File: src/core/cbc_pkg.sv
/*
 * Shared constants and carrier types of the clock buffer control block:
 * register indices, reset values, write masks, field positions, bus types.
 * Assumes an AXI4-Lite master with 32-bit data and byte addressing.
 */
package cbc_pkg;

	// Bus geometry
	localparam int          ADDR_W      = 8;
	localparam int          IDX_W       = 6;

	// Register indices; byte address is four times the index
	localparam logic [5:0]  IDX_RST     = 6'h00;
	localparam logic [5:0]  IDX_SEQ     = 6'h02;
	localparam logic [5:0]  IDX_CHN     = 6'h03;
	localparam logic [5:0]  IDX_OBA     = 6'h04;
	localparam logic [5:0]  IDX_OPB     = 6'h05;
	localparam logic [5:0]  IDX_OPC     = 6'h06;

	// Values after reset
	localparam logic [15:0] RST_RST     = 16'h0000;
	localparam logic [15:0] RST_SEQ     = 16'h0223;
	localparam logic [15:0] RST_CHN     = 16'hff86;
	localparam logic [15:0] RST_OBA     = 16'h360f;
	localparam logic [15:0] RST_OPB     = 16'h4936;
	localparam logic [15:0] RST_OPC     = 16'h36d4; // Ch3 ref level 4

	// Writable bits; the rest read as zero
	localparam logic [15:0] MSK_RST     = 16'h0007;
	localparam logic [15:0] MSK_SEQ     = 16'h07ff;
	localparam logic [15:0] MSK_CHN     = 16'hffff;
	localparam logic [15:0] MSK_OBA     = 16'h3fff;
	localparam logic [15:0] MSK_OPB     = 16'h7fff;
	localparam logic [15:0] MSK_OPC     = 16'hffff;

	// Field positions
	localparam int          SRST_BIT    = 0;
	localparam int          PD_BIT      = 2;
	localparam int          GATE_BIT    = 5;
	localparam int          PRE_LSB     = 6;
	localparam int          EXP_LSB     = 0;
	localparam int          SIL_LSB     = 7;
	localparam int          AUXSIL_BIT  = 11;
	localparam int          CHEN_LSB    = 12;
	localparam int          CLKEN_LSB   = 0;
	localparam int          REFEN_LSB   = 4;
	localparam int          CLKLVL_A    = 8;
	localparam int          CLKLVL_B    = 0;
	localparam int          REFLVL_B    = 6;
	localparam int          REFLVL_C    = 0;

	// Prescale codes
	localparam logic [3:0]  PRE_D2      = 4'h2;
	localparam logic [3:0]  PRE_D4      = 4'h4;
	localparam logic [3:0]  PRE_D8      = 4'h8;

	// Bus responses
	localparam logic [1:0]  RESP_OKAY   = 2'h0;
	localparam logic [1:0]  RESP_SLVERR = 2'h2;

	typedef struct packed {
		logic [ADDR_W-1:0] awaddr;
		logic              awvalid;
		logic [31:0]       wdata;
		logic [3:0]        wstrb;
		logic              wvalid;
		logic              bready;
		logic [ADDR_W-1:0] araddr;
		logic              arvalid;
		logic              rready;
	} cbc_axi_req_t;

	typedef struct packed {
		logic        awready;
		logic        wready;
		logic        bvalid;
		logic [1:0]  bresp;
		logic        arready;
		logic        rvalid;
		logic [31:0] rdata;
		logic [1:0]  rresp;
	} cbc_axi_rsp_t;

	typedef struct packed {
		logic        low_power;
		logic        seq_gate;
		logic        seq_tick;
		logic [3:0]  chan_on;
		logic [3:0]  clk_on;
		logic [3:0]  ref_on;
		logic [11:0] clk_lvl;
		logic [11:0] ref_lvl;
		logic        aux_silence;
	} cbc_ctrl_t;

endpackage : cbc_pkg

File: src/core/cbc_axil_slave.sv
/*
 * AXI4-Lite slave front end: takes address and data in either order,
 * hands one word write or read to the register bank, then answers.
 * Assumes the bank answers hit and read data combinationally.
 */
`timescale 1ns/100ps
module cbc_axil_slave (
	input  wire logic                 aclk,
	input  wire logic                 aresetn,
	input  wire cbc_pkg::cbc_axi_req_t axi_req,
	output      cbc_pkg::cbc_axi_rsp_t axi_rsp,
	output      logic                 wr_en,
	output      logic [5:0]           wr_idx,
	output      logic [15:0]          wr_data,
	output      logic [1:0]           wr_strb,
	input  wire logic                 wr_hit,
	output      logic [5:0]           rd_idx,
	input  wire logic [15:0]          rd_data,
	input  wire logic                 rd_hit
);
	import cbc_pkg::*;

	typedef struct packed {
		cbc_axi_rsp_t rsp;
		logic         aw_ok;
		logic         w_ok;
		logic         ar_ok;
		logic [5:0]   widx;
		logic [5:0]   ridx;
		logic [15:0]  wdata;
		logic [1:0]   wstrb;
	} cbc_slv_st_t;

	cbc_slv_st_t s_r;
	cbc_slv_st_t s_nxt;

	// Handshakes and answers
	always_comb begin
		s_nxt = s_r;
		wr_en = 1'b0;
		if (axi_req.awvalid && s_r.rsp.awready) begin
			s_nxt.aw_ok       = 1'b1;
			s_nxt.widx        = axi_req.awaddr[ADDR_W-1:2];
			s_nxt.rsp.awready = 1'b0;
		end
		if (axi_req.wvalid && s_r.rsp.wready) begin
			s_nxt.w_ok       = 1'b1;
			s_nxt.wdata      = axi_req.wdata[15:0];
			s_nxt.wstrb      = axi_req.wstrb[1:0];
			s_nxt.rsp.wready = 1'b0;
		end
		if (s_r.aw_ok && s_r.w_ok && !s_r.rsp.bvalid) begin
			wr_en            = 1'b1;
			s_nxt.aw_ok      = 1'b0;
			s_nxt.w_ok       = 1'b0;
			s_nxt.rsp.bvalid = 1'b1;
			s_nxt.rsp.bresp  = wr_hit ? RESP_OKAY : RESP_SLVERR;
		end
		if (s_r.rsp.bvalid && axi_req.bready) begin
			s_nxt.rsp.bvalid  = 1'b0;
			s_nxt.rsp.awready = 1'b1;
			s_nxt.rsp.wready  = 1'b1;
		end
		if (axi_req.arvalid && s_r.rsp.arready) begin
			s_nxt.ar_ok       = 1'b1;
			s_nxt.ridx        = axi_req.araddr[ADDR_W-1:2];
			s_nxt.rsp.arready = 1'b0;
		end
		if (s_r.ar_ok) begin
			s_nxt.ar_ok      = 1'b0;
			s_nxt.rsp.rvalid = 1'b1;
			s_nxt.rsp.rdata  = {16'h0000, rd_data};
			s_nxt.rsp.rresp  = rd_hit ? RESP_OKAY : RESP_SLVERR;
		end
		if (s_r.rsp.rvalid && axi_req.rready) begin
			s_nxt.rsp.rvalid  = 1'b0;
			s_nxt.rsp.arready = 1'b1;
		end
	end

	// State register
	always_ff @(posedge aclk) begin
		if (!aresetn) begin
			s_r             <= '0;
			s_r.rsp.awready <= 1'b1;
			s_r.rsp.wready  <= 1'b1;
			s_r.rsp.arready <= 1'b1;
		end else begin
			s_r <= s_nxt;
		end
	end

	assign axi_rsp = s_r.rsp;
	assign wr_idx  = s_r.widx;
	assign wr_data = s_r.wdata;
	assign wr_strb = s_r.wstrb;
	assign rd_idx  = s_r.ridx;

endmodule : cbc_axil_slave

File: src/core/cbc_regs.sv
/*
 * Clock buffer control register bank: soft reset, low power, sequencer
 * clock divider chain, channel enables, calibration silencing, output
 * buffer enables and output levels, reached over AXI4-Lite.
 * Assumes cal_active comes from another domain; it is synchronised here.
 */
// Chosen here: the AXI4-Lite register port.
// How it works
// - Writing one to offset 0 bit 0 resets all; clears on next mapped write.
// - Offset 0 bit 2 enters low power; other registers are kept.
// - Read-only reserved bits read zero and ignore writes.
// - Prescale field divides by 2, 4 or 8; resets to code 8.
// - Divide exponent field divides by two to its value; resets to 6.
// - Offset 2 bit 5 gates the sequencer clock; resets to one.
// - Channel enables at offset 3 bits 15:12 reset to one, kill channel.
// - Offset 3 bits 11:7 silence outputs during calibration; reset one.
// - Frame reference buffer enables, offset 4 bits 7:4, reset zero.
// - Clock buffer enables, offset 4 bits 3:0, reset one.
// - Clock output level fields reset to 6; larger means more power.
// - Frame reference levels for channels 2..0 at offset 5, reset 4.
// - Channel three frame reference level, offset 6 bits 2:0, reset 4.
`timescale 1ns/100ps
module cbc_regs #(
	parameter int CNT_W = 11
) (
	input  wire logic                  aclk,
	input  wire logic                  aresetn,
	input  wire cbc_pkg::cbc_axi_req_t axi_req,
	output      cbc_pkg::cbc_axi_rsp_t axi_rsp,
	input  wire logic                  cal_active,
	output      cbc_pkg::cbc_ctrl_t    ctrl
);
	import cbc_pkg::*;

	// The longest divide is 8 times 128
	if (CNT_W < 11) begin : g_chk
		$error("CNT_W must be at least 11");
	end

	typedef struct packed {
		logic [15:0]      rst_pd;
		logic [15:0]      seq_pre;
		logic [15:0]      chn_ctl;
		logic [15:0]      obuf_a;
		logic [15:0]      olvl_b;
		logic [15:0]      olvl_c;
		logic [CNT_W-1:0] cnt;
		logic             cal_ff1;
		logic             cal_ff2;
		cbc_ctrl_t        ctrl;
	} cbc_bank_st_t;

	cbc_bank_st_t s_r;
	cbc_bank_st_t s_nxt;

	logic         wr_en;
	logic [5:0]   wr_idx;
	logic [15:0]  wr_data;
	logic [1:0]   wr_strb;
	logic         wr_hit;
	logic [5:0]   rd_idx;
	logic [15:0]  rd_data;
	logic         rd_hit;

	logic         pd;
	logic [3:0]   ch_on;
	logic [3:0]   clk_on;
	logic [3:0]   ref_on;
	logic [11:0]  clk_all;
	logic [11:0]  ref_all;

	// Bus front end
	cbc_axil_slave u_slave (
		.aclk    (aclk),
		.aresetn (aresetn),
		.axi_req (axi_req),
		.axi_rsp (axi_rsp),
		.wr_en   (wr_en),
		.wr_idx  (wr_idx),
		.wr_data (wr_data),
		.wr_strb (wr_strb),
		.wr_hit  (wr_hit),
		.rd_idx  (rd_idx),
		.rd_data (rd_data),
		.rd_hit  (rd_hit)
	);

	// True for offsets that hold a register
	function automatic logic mapped(input logic [5:0] idx);
		logic hit;
		hit = 1'b0;
		case (idx)
			IDX_RST, IDX_SEQ, IDX_CHN,
			IDX_OBA, IDX_OPB, IDX_OPC: hit = 1'b1;
			default:                   hit = 1'b0;
		endcase
		return hit;
	endfunction : mapped

	// Byte-lane merge, then read-only bits forced to zero
	function automatic logic [15:0] merge(
		input logic [15:0] old,
		input logic [15:0] d,
		input logic [1:0]  st,
		input logic [15:0] m
	);
		logic [15:0] v;
		v = old;
		if (st[0]) begin
			v[7:0] = d[7:0];
		end
		if (st[1]) begin
			v[15:8] = d[15:8];
		end
		return v & m;
	endfunction : merge

	// Cycle count of one sequencer period
	function automatic logic [CNT_W-1:0] period(
		input logic [3:0] code,
		input logic [2:0] expo
	);
		logic [CNT_W-1:0] pre;
		case (code)
			PRE_D2:  pre = CNT_W'(2);
			PRE_D4:  pre = CNT_W'(4);
			default: pre = CNT_W'(8);
		endcase
		return pre << expo;
	endfunction : period

	assign wr_hit = mapped(wr_idx);
	assign rd_hit = mapped(rd_idx);

	// Read mux; stored words already hold zero in read-only bits
	always_comb begin
		case (rd_idx)
			IDX_RST: rd_data = s_r.rst_pd;
			IDX_SEQ: rd_data = s_r.seq_pre;
			IDX_CHN: rd_data = s_r.chn_ctl;
			IDX_OBA: rd_data = s_r.obuf_a;
			IDX_OPB: rd_data = s_r.olvl_b;
			IDX_OPC: rd_data = s_r.olvl_c;
			default: rd_data = 16'h0000;
		endcase
	end

	assign pd      = s_r.rst_pd[PD_BIT];
	assign clk_all = {s_r.olvl_b[CLKLVL_B +: 6], s_r.obuf_a[CLKLVL_A +: 6]};
	assign ref_all = {s_r.olvl_c[REFLVL_C +: 3], s_r.olvl_b[REFLVL_B +: 9]};

	// Per-channel enables after low power, channel kill and silencing
	for (genvar i = 0; i < 4; i++) begin : g_ch
		logic mute;
		assign mute      = s_r.cal_ff2 & s_r.chn_ctl[SIL_LSB+i];
		assign ch_on[i]  = s_r.chn_ctl[CHEN_LSB+i] & ~pd;
		assign clk_on[i] = ch_on[i] & ~mute
			& s_r.obuf_a[CLKEN_LSB+i];
		assign ref_on[i] = ch_on[i] & ~mute
			& s_r.obuf_a[REFEN_LSB+i];
	end

	// Register writes, soft reset, divider and output staging
	always_comb begin
		logic [15:0] r0_base;
		r0_base = s_r.rst_pd;
		r0_base[SRST_BIT] = 1'b0;
		s_nxt = s_r;

		// Calibration flag synchroniser
		s_nxt.cal_ff1 = cal_active;
		s_nxt.cal_ff2 = s_r.cal_ff1;

		// Sequencer clock: counts only while gated on and awake
		if (!s_r.seq_pre[GATE_BIT] || pd) begin
			s_nxt.cnt           = '0;
			s_nxt.ctrl.seq_tick = 1'b0;
		end else if (s_r.cnt == '0) begin
			s_nxt.cnt = period(s_r.seq_pre[PRE_LSB +: 4],
				s_r.chn_ctl[EXP_LSB +: 3]) - CNT_W'(1);
			s_nxt.ctrl.seq_tick = 1'b1;
		end else begin
			s_nxt.cnt           = s_r.cnt - CNT_W'(1);
			s_nxt.ctrl.seq_tick = 1'b0;
		end

		// Outputs staged into flip-flops
		s_nxt.ctrl.low_power   = pd;
		s_nxt.ctrl.seq_gate    = s_r.seq_pre[GATE_BIT] & ~pd;
		s_nxt.ctrl.chan_on     = ch_on;
		s_nxt.ctrl.clk_on      = clk_on;
		s_nxt.ctrl.ref_on      = ref_on;
		s_nxt.ctrl.clk_lvl     = clk_all;
		s_nxt.ctrl.ref_lvl     = ref_all;
		s_nxt.ctrl.aux_silence = s_r.cal_ff2
			& s_r.chn_ctl[AUXSIL_BIT] & ~pd;

		// Any mapped write first drops a pending soft reset flag
		if (wr_en && wr_hit) begin
			s_nxt.rst_pd = r0_base;
			if (wr_idx == IDX_RST && wr_strb[0] && wr_data[SRST_BIT]) begin
				// Soft reset: every register and the divider restart
				s_nxt.rst_pd           = RST_RST;
				s_nxt.rst_pd[SRST_BIT] = 1'b1;
				s_nxt.seq_pre          = RST_SEQ;
				s_nxt.chn_ctl          = RST_CHN;
				s_nxt.obuf_a           = RST_OBA;
				s_nxt.olvl_b           = RST_OPB;
				s_nxt.olvl_c           = RST_OPC;
				s_nxt.cnt              = '0;
				s_nxt.ctrl.seq_tick    = 1'b0;
			end else begin
				case (wr_idx)
					IDX_RST: begin
						s_nxt.rst_pd = merge(r0_base, wr_data,
							wr_strb, MSK_RST);
					end
					IDX_SEQ: begin
						s_nxt.seq_pre = merge(s_r.seq_pre, wr_data,
							wr_strb, MSK_SEQ);
					end
					IDX_CHN: begin
						s_nxt.chn_ctl = merge(s_r.chn_ctl, wr_data,
							wr_strb, MSK_CHN);
					end
					IDX_OBA: begin
						s_nxt.obuf_a = merge(s_r.obuf_a, wr_data,
							wr_strb, MSK_OBA);
					end
					IDX_OPB: begin
						s_nxt.olvl_b = merge(s_r.olvl_b, wr_data,
							wr_strb, MSK_OPB);
					end
					IDX_OPC: begin
						s_nxt.olvl_c = merge(s_r.olvl_c, wr_data,
							wr_strb, MSK_OPC);
					end
					default: begin
						s_nxt.rst_pd = r0_base;
					end
				endcase
			end
		end
	end

	// State register with power-on values
	always_ff @(posedge aclk) begin
		if (!aresetn) begin
			s_r         <= '0;
			s_r.rst_pd  <= RST_RST;
			s_r.seq_pre <= RST_SEQ;
			s_r.chn_ctl <= RST_CHN;
			s_r.obuf_a  <= RST_OBA;
			s_r.olvl_b  <= RST_OPB;
			s_r.olvl_c  <= RST_OPC;
		end else begin
			s_r <= s_nxt;
		end
	end

	assign ctrl = s_r.ctrl;

endmodule : cbc_regs

File: config.mk
export PLATFORM = sky130hd
export DESIGN_NAME = cbc_regs
export DESIGN_NICKNAME = d
export VERILOG_FILES = /design/src/core/cbc_pkg.sv /design/src/core/cbc_axil_slave.sv /design/src/core/cbc_regs.sv
export SDC_FILE = /design/constraint.sdc
export NUM_CORES = 1
export LEC_CHECK = 0
export ABC_AREA = 1
export BUFFER_PORTS_ARGS = -buffer_cell sky130_fd_sc_hd__buf_2
export CORE_MARGIN = 2
export CORE_UTILIZATION = 31
export CTS_CLUSTER_DIAMETER = 120
export DETAILED_ROUTE_END_ITERATION = 6
export GPL_TIMING_DRIVEN = 0
export PLACE_DENSITY = 0.48
export SYNTH_ARGS = -nofsm -noshare
export SYNTH_HDL_FRONTEND = slang
export SYNTH_SLANG_ARGS = --single-unit
File: constraint.sdc
create_clock -name aclk -period 5 [get_ports aclk]
set_clock_uncertainty 0.15 [all_clocks]
set_input_delay 0.25 -clock aclk [delete_from_list [all_inputs] [get_ports aclk]]
set_output_delay 0.25 -clock aclk [all_outputs]
set_load 0.03 [all_outputs]
# Word-level counts from Yosys, hierarchy flattened
# Cells that the tools add are included.
[totals]
output_inout_bits = 81
register_bits = 207
inputBits = 60
word_cells = 163
[classes]
shift = 1
eq_ne = 12
reduce_logical = 45
bitwise_logic = 29
add_sub_neg = 2
muxes = 31
[ops]
columns = ["cell", "count"]
rows = [
  ["two-way mux 16 bit", 6],
  ["two-way mux 96 bit", 1],
  ["one-hot mux 16 bit (6 select lines)", 1],
  ["two-way mux 11 bit", 6],
  ["== test 6 x 3 -> 1 bit, second input constant", 6],
  ["AND reduction 3 bit", 11],
  ["== test 6 x 2 -> 1 bit, second input constant", 4],
  ["AND 1 bit", 23],
  ["subtractor 11 x 1 -> 11 bit, second input constant", 2],
  ["two-way mux 8 bit", 2],
  ["nonzero test 2 bit", 8],
  ["logical NOT 6 bit", 2],
  ["OR reduction 6 bit", 2],
  ["logical NOT 11 bit", 1],
  ["left shift 11 x 3 -> 11 bit", 1],
  ["logical AND 1 bit", 10],
  ["two-way mux 1 bit", 8],
  ["one-hot mux 4 bit (2 select lines)", 1],
  ["AND reduction 2 bit", 4],
  ["OR reduction 2 bit", 4],
  ["two-way mux 7 bit", 1],
  ["two-way mux 3 bit", 2],
  ["two-way mux 6 bit", 1],
  ["NOT 1 bit", 6],
  ["other kinds (5)", 7],
]

# Logic depth before layout (Yosys ltp)
# Gate-level depths: netlist of the first run.
[logic_depth]
word_depth = 10
ltp_mapped = 17
depth_no_buf = 17

# Modules after synthesis
# Synthesis of the first run repeated with hierarchy kept, for this count alone.
[hier_totals]
hier_cells = 1085
area_unflattened_um2 = 8354.3
[by_module_without_submodules]
columns = ["module", "area_each_um2", "cells_each", "seq_area_each_um2", "n_inst"]
rows = [
  ["cbc_regs", 5869.4, 775, 2562.5, 1],
  ["cbc_axil_slave", 2484.9, 310, 1121.1, 1],
]

# Worst setup path before layout of the first run
# No wires, ideal clock.
[synth_path]
kind = "flip-flop to flip-flop"
start = "reg s_r[42] in the netlist's numbering"
end = "reg s_r[52] in the netlist's numbering"
path_stages_with_launch = 17
arrival_ps = 1527
required_ps = 4737
n_path_buf = 0
setup_ps = 113
synth_period_minus_slack_ps = 1790
setup_slack_ps = 3210
cell_sequence = "dfxtp_1 > nor2_1 > nand2_1 > nor2_4 > nand2_2 > inv_1 > nand2_1 > nand2_1 > inv_1 > ha_1 > inv_1 > nor2_1 > nand2_1 > nor2_4 > nand2_1 > nor2_1 > nor2_1"
[synth_via]
elab_chain_len = 5
word_cells_on_any_way = 6
classes_between = "add/sub (1); mux (4); reduce/logical (1)"
[synth_lines]
columns = ["element", "line_no", "source"]
rows = [
  ["start: declaration", "cbc_regs.sv:53", "cbc_bank_st_t s_r;"],
  ["start signal: assignment", "cbc_regs.sv:257", "s_r <= s_nxt;"],
  ["subtractor 11 x 1 -> 11 bit / logical NOT 11 bit (equally long branches)", "cbc_regs.sv:183, cbc_regs.sv:178", ""],
  ["two-way mux 11 bit *", "cbc_regs.sv:178", "end else if (s_r.cnt == '0) begin"],
  ["two-way mux 11 bit *", "cbc_regs.sv:175", "if (!s_r.seq_pre[GATE_BIT] || pd) begin"],
  ["two-way mux 11 bit", "cbc_regs.sv:201", "if (wr_idx == IDX_RST && wr_strb[0] && wr_data[SRST_BIT]) begin"],
  ["two-way mux 11 bit *", "cbc_regs.sv:199", "if (wr_en && wr_hit) begin"],
]
# Every way passes the cells marked *; elsewhere a longest branch is shown, timed or not.
# A chain may end at the register's enable or synchronous reset.

# Worst setup path after layout of the first run
[layout_path]
start = "reg u_slave.s_r, in the netlist u_slave.wr_idx[1]"
end = "reg s_r[86] in the netlist's numbering"
[layout_via]
elab_chain_len = 5
word_cells_on_any_way = 15
classes_between = "eq/ne (5); mux (2); reduce/logical (8)"
[layout_lines]
columns = ["element", "line_no", "source"]
rows = [
  ["start: declaration", "cbc_axil_slave.sv:34", "cbc_slv_st_t s_r;"],
  ["start signal: assignment", "cbc_axil_slave.sv:89", "s_r <= s_nxt;"],
  ["== test 6 x 3 -> 1 bit (tied with other cells)", "cbc_regs.sv:92", "case (idx)"],
  ["OR reduction 6 bit / logical AND 1 bit (equally long branches)", "cbc_regs.sv:92, cbc_regs.sv:201", ""],
  ["two-way mux 1 bit / logical AND 1 bit (equally long branches)", "cbc_regs.sv:92, cbc_regs.sv:201", ""],
  ["logical AND 1 bit / nonzero test 2 bit (equally long branches)", "-", ""],
  ["AND reduction 3 bit (no source line)", "-", ""],
]
# Parallel ways exist; a longest one is shown, timed or not.

==> results_dict.tcl, run 1 <==
set metrics [dict create \
    peakVddDrop_v 0.000160 \
    cts_buffer_depth 2 \
    fp.dieW_um 165 \
    synthFlopType "dfxtp_1" \
    cp_num_cells 10 \
    synth_compound_area_share_pct 15.1 \
    worstPathCellList "inv_1, nand2_1, inv_2, nand4_4, nor2_4, inv_2, clkbuf_1, nand2_1, a21oi_1, o21ai_0" \
    vias_per_cell 4.47 \
    min_from "axi_req[48]" \
    drv_cap 0 \
    cts_sinks 184 \
    synth-seq-cells 184 \
    final-setup-viol-count 0 \
    rsz0062_at_grt "false" \
    cp.arrival_ps 2360 \
    reg2regPathDepth 10 \
    postCtsResizedCells 0 \
    synthAdderAreaFrac_pct 0.156 \
    synth_simple_gate_area_share_pct 22.6 \
    path_buf_inv 4 \
    firstDrtPassIters 5 \
    cts-root-buf "clkbuf_16" \
    yosysSeqAreaShare_pct 46.0 \
    async_flop_share_pct 0 \
    hold_path.class "input port to flop" \
    cp_slowest_cell "clkbuf_1" \
    synth.area.mux_share_pct 0 \
    die_area_um2 27100 \
    tightest_slew_ps 908 \
    antenna_found_initial 0 \
    max_slew_margin_pct 39.5 \
    antennaDiodeCount 0 \
    nets 1283 \
    synth_top_family_by_area "simple AND/OR/NAND/NOR gates" \
    syn_to_final_growth_pct 23.3 \
    crit_path_end_kind "flop" \
    grt_max_degree 17 \
    crit_end "s_r[86]" \
    final_common_cell "nand2_1" \
    hold_violations 0 \
    place.gp.congestion 0.840 \
    vias 6998 \
    r2r-end "s_r[86]" \
    drcViolationCount 0 \
    finalSetupTns_ps 0 \
    synth_area_um2 8000 \
    clkTransAtPathRegs_ps 70 \
    yosys_warnings 0 \
    synth_xor_area_share_pct 0 \
    grt_overflow_total 0 \
    fin_crit_sh_pct 44.0 \
    required_ps 5160 \
    drtIter0Drc 532 \
    hold_slack_ps 58.7 \
    synth.distinct_cells 49 \
    power_density_nw_per_um2 345 \
    pin_count 141 \
    crit_type "flop to flop" \
    io_buffers 100 \
    numCtsBuffers 17 \
    placementRows 58 \
    status "finished, final reports clean" \
    startpoint_type "flop" \
    hpwlAfterDp_mm 18.1 \
    track_usage_pct 17.9 \
    regToRegSetupSlack_ps 2800 \
    grt_pass1_wl_mm 36.3 \
    grt_pass1_vias 6451 \
    postSynthAreaPerCell_um2 7.60 \
    cp_top_family "buffers and inverters" \
    cpPeakStageDelay_ps 440 \
    cts_tree "done" \
    wl_mm 23.5 \
    path_max_fanout 10 \
    synthCells 1053 \
    clkLatencyLatePin_ps 430 \
    layout_common_cells "nand2_1 (199), dfxtp_1 (184), inv_1 (129)" \
    min_period_ps 2200 \
    drv_slew 0 \
    critPathLaunch "u_slave.wr_idx[1]" \
    timing.rr.start "u_slave.wr_idx[1]" \
    die_y_um 165 \
    synth_edf_count 0 \
    drive_gt1_share_pct 21.9 \
    antenna_left 0 \
    max_freq_ghz 0.455 \
    leakagePower_nw 4.96 \
    htree_levels 4 \
    coreArea_um2 25300 \
    initial_core_util_pct 31.7 \
    wl_per_cell_um 15.0 \
]
-- final cells by class --
class                           instances  area [um^2]
Inverter                              138          522
Tap cell                              330          413
Multi-Input combinational cell        634         3100
Clock buffer                           21          470
Sequential cell                       184         3680
Clock inverter                         11         88.8
Fill cell                            2735        15400
Buffer                                114          761
Timing Repair Buffer                  133          831
-- flip-flops by register name (all words and copies together) (netlist names) --
signal	flops
s_r	62
ctrl	40
u_slave.axi_rsp	23
u_slave.wr_data	16
clk_all	12
ref_all	12
u_slave.rd_idx	6
u_slave.wr_idx	6
u_slave.s_r	3
u_slave.wr_strb	2
pd	1
s_nxt	1
-- power by group --
part	switching, mW	internal (mW)
Combinational	0.355	0.188
Clock	0.608	0.684
Sequential	0.0365	1.53
Total	0.999	2.40
-- worst reg2reg max path, cell delays in order, from the launching register on --
cell      delay (ps)
dfxtp_1          370
inv_1             70
nand2_1           80
inv_2             50
nand4_4          100
nor2_4            80
inv_2             80
clkbuf_1         440
nand2_1          330
a21oi_1          220
o21ai_0          120
-- cells in the mapped netlist, types with 2 or more instances --
| library cell | n | area share, % |
|---|---|---|
| nor4_2 | 2 | 0.31 |
| clkbuf_1 | 19 | 0.89 |
| buf_4 | 83 | 7.8 |
| inv_1 | 129 | 6.0 |
| nor2_1 | 113 | 5.3 |
| o21ai_2 | 3 | 0.33 |
| buf_1 | 5 | 0.23 |
| o22ai_1 | 3 | 0.23 |
| o21a_1 | 2 | 0.19 |
| a22oi_1 | 5 | 0.47 |
| a221oi_1 | 6 | 0.66 |
| nand2_4 | 3 | 0.42 |
| nor2_4 | 7 | 0.98 |
| nor3_1 | 13 | 0.81 |
| o21ai_0 | 89 | 5.6 |
| o211ai_1 | 14 | 1.3 |
| nor2_2 | 4 | 0.31 |
| buf_2 | 5 | 0.31 |
| nand2_2 | 8 | 0.63 |
| o21ai_1 | 3 | 0.19 |
| dfxtp_1 | 184 | 46 |
| nand4_1 | 3 | 0.23 |
| a21oi_2 | 2 | 0.22 |
| buf_6 | 2 | 0.28 |
| nor2_8 | 3 | 0.75 |
| nand2_1 | 199 | 9.3 |
| nand3_1 | 39 | 2.4 |
| a21oi_1 | 78 | 4.9 |
| inv_2 | 7 | 0.33 |
-- cell families (layout without fill, tap and decap cells) --
family	count (synthesis)	in the layout
and+or+nand+nor	401	401
AOI/OAI and AO/OA	214	214
adders and majority gates	1	1
buffers and inverters	252	417
other	1	18
DFF	184	184
-- metrics by stage --
stage / setup slack [ps] / instances / utilization (%) / power, mW / instance area, um^2
6_report: 2800 / 1565 / 39.1 / 3.40 / 9870
5_1_grt: 2550 / 1565 / 39.1 / 3.57 / 9870
4_1_cts: 2800 / 1565 / 39.1 / 3.43 / 9870
3_5_place_dp: 2800 / 1500 / 35.6 / 2.13 / 8980
3_3_place_gp: 2790 / 1500 / 35.6 / 2.13 / 8980
2_1_floorplan: 3210 / 1070 / - / 1.99 / 8070
-- worst min path at each step --
stage	to	depth (start not counted)
floorplan	s_nxt[40]	2
global placement	s_r[40]	2
detailed placement	s_r[40]	2
CTS	u_slave.wr_idx[0]	4
global route	ctrl[38]	3
finish	u_slave.wr_idx[0]	4
-- layer usage --
layer	routed length (um)	track usage, %	vias up
met5	0	0	-
met4	352	5.10	0
met3	1130	2.79	26
met2	10100	27.4	203
met1	11900	25.9	3162
li1	-	-	3607
-- repair_timing --
action	CTS	global route
endpoints found under the setup margin	0	0
hold buffers	33	0
hold endpoints to repair	36	0
setup buffers	0	0
Power figures use the tool's default switching activity.
==> run 2: changes to the inputs <==
PLACE_DENSITY = 0.5   (was 0.48)
clock period = 2 ns   (was 5 ns; I/O delays follow)
==> results_dict.tcl, run 2 (same netlist as run 1, synthesis figures left out) <==
set metrics [dict create \
    reg2regPathDepth 9 \
    drive_gt1_share_pct 29.4 \
    clkLatencyLatePin_ps 440 \
    min_period_ps 1960 \
    track_usage_pct 18.0 \
    max_slew_margin_pct 37.0 \
    hold_violations 0 \
    io_buffers 100 \
    path_max_fanout 7 \
    drv_cap 0 \
    numCtsBuffers 17 \
    combPwrFrac_pct 18.2 \
    drtIter0Drc 499 \
    p_sw_mw 2.70 \
    cp.arrival_ps 2100 \
    pin_count 141 \
    startpoint_type "flop" \
    vias_per_cell 4.57 \
    drv_slew 0 \
    hpwlAfterDp_mm 18.0 \
    utilization_pct 42.1 \
    intPower_mw 6.71 \
    grt_max_degree 17 \
    firstDrtPassIters 5 \
    htree_levels 4 \
    coreArea_um2 25300 \
    wl_mm 24.6 \
    initial_core_util_pct 31.7 \
    cts_sinks 184 \
    tightest_slew_ps 945 \
    required_ps 2140 \
    crit_type "flop to flop" \
    power_density_nw_per_um2 885 \
    antenna_left 0 \
    hold_path.class "input port to flop" \
    top_register "s_r" \
    holdPathStages 4 \
    n_fill_cell 2645 \
    syn_to_final_growth_pct 32.8 \
    clock_power_share_pct 39.9 \
    clkTransAtPathRegs_ps 80 \
    die_area_um2 27100 \
    place.gp.congestion 0.853 \
    layout_common_cells "nand2_1 (177), dfxtp_1 (170), inv_1 (117)" \
    fin_crit_sh_pct 97.8 \
    leakagePower_nw 5.30 \
    placementRows 58 \
    final_common_cell "nand2_1" \
    wl_per_cell_um 15.3 \
    largest_register_ffs 62 \
    fp.dieW_um 165 \
    nets 1319 \
    max_freq_ghz 0.511 \
    vias 7315 \
    sw_frac_of_total_pct 28.7 \
    crit_path_end_kind "flop" \
    grt_overflow_total 0 \
    grt_pass1_vias 6548 \
    final-setup-viol-count 0 \
    cts_tree "done" \
    antennaDiodeCount 0 \
    rsz0062_at_grt "true" \
    antenna_found_initial 0 \
    cts_buffer_depth 2 \
    grt_pass1_wl_mm 36.6 \
    postPlaceCellArea_um2 8980 \
    seqPwrFrac_pct 41.8 \
    peakVddDrop_v 0.000534 \
    finalInstanceArea_um2 10600 \
    status "finished, final reports clean" \
    die_y_um 165 \
    cts-root-buf "clkbuf_16" \
    drcViolationCount 0 \
]
==> run 2: changes by cell type in the layout (fill, tap and decap cells not counted), moves of 10 or more <==
cell,delta
nor2_1,-17
nand2_1,-22
dfxtp_1,-14
nor2_4,+11
dfxtp_2,+10
buf_4,+19
nand2_2,+16
inv_1,-12
==> run 2: cell type report <==
class	instances	area (um^2)	share of cell area (%)
plain buffers	114	788	7.42
clock buffers	20	467	4.39
clock inverters	12	186	1.75
inverters	138	532	5.00
multi-input cells	635	3380	31.8
flip-flops and latches	184	3710	34.9
well taps	330	413	3.88
repair buffers	168	1150	10.8
==> run 2: through the flow <==
step | cells | setup WS [ps] | setup TNS, ps | hold slack, ps | power, mW
final | 1601 | 43.2 | 0 | 41.5 | 9.41
after floorplan | 1070 | 210 | 0 | 47.6 | 4.98
after detailed placement | 1500 | -182 | -2210 | 163 | 5.32
after global routing | 1601 | -81.3 | -1010 | 89.3 | 9.80
after global placement | 1500 | -176 | -1750 | 159 | 5.31
after CTS | 1575 | 1.84 | 0 | 32.1 | 9.13
==> run 2: worst paths after layout <==
kind                                   startpoint  slack, ps                  to
worst min-delay path                  axi_req[11]         40  u_slave.wr_data[0]
worst max-delay path            u_slave.wr_idx[3]         40            s_r[116]
worst max register to register  u_slave.wr_idx[3]         40            s_r[116]
worst min register to register          s_nxt[40]        280             s_r[40]
==> run 2: repair_timing <==
action	CTS	global route
pin swaps	2	33
hold buffers	42	0
buffers inserted	1	24
cloned	0	2
setup endpoints to repair	26	86
resized for setup	12	119
hold endpoints to repair	37	0
==> run 2: power by group through the flow <==
| stage | registers [mW] | clock network (mW) | logic [mW] |
|---|---|---|---|
| after CTS | 3.92 | 3.81 | 1.39 |
| after global routing | 3.95 | 3.96 | 1.88 |
| final | 3.93 | 3.76 | 1.72 |
| after floorplan | 3.98 | 0 | 1.00 |
| after detailed placement | 4.01 | 0 | 1.31 |
| after global placement | 4.01 | 0 | 1.31 |
==> run 2: critical path, stage by stage, from the launching register on <==
cell      delay [ps]
dfxtp_4          360
nor2_4           160
nand4_4          140
nor2_4           250
nor2_4           100
nor2_8           180
inv_2             60
nor2_4           180
buf_4            140
o211ai_1          70
==> run 2: routing by layer <==
metal	global-route usage [%]	vias up	routed length (um)
li1	-	3694	-
met1	25.2	3400	12000
met2	28.1	196	10800
met3	3.44	25	1450
met4	4.94	0	345
met5	0	-	0
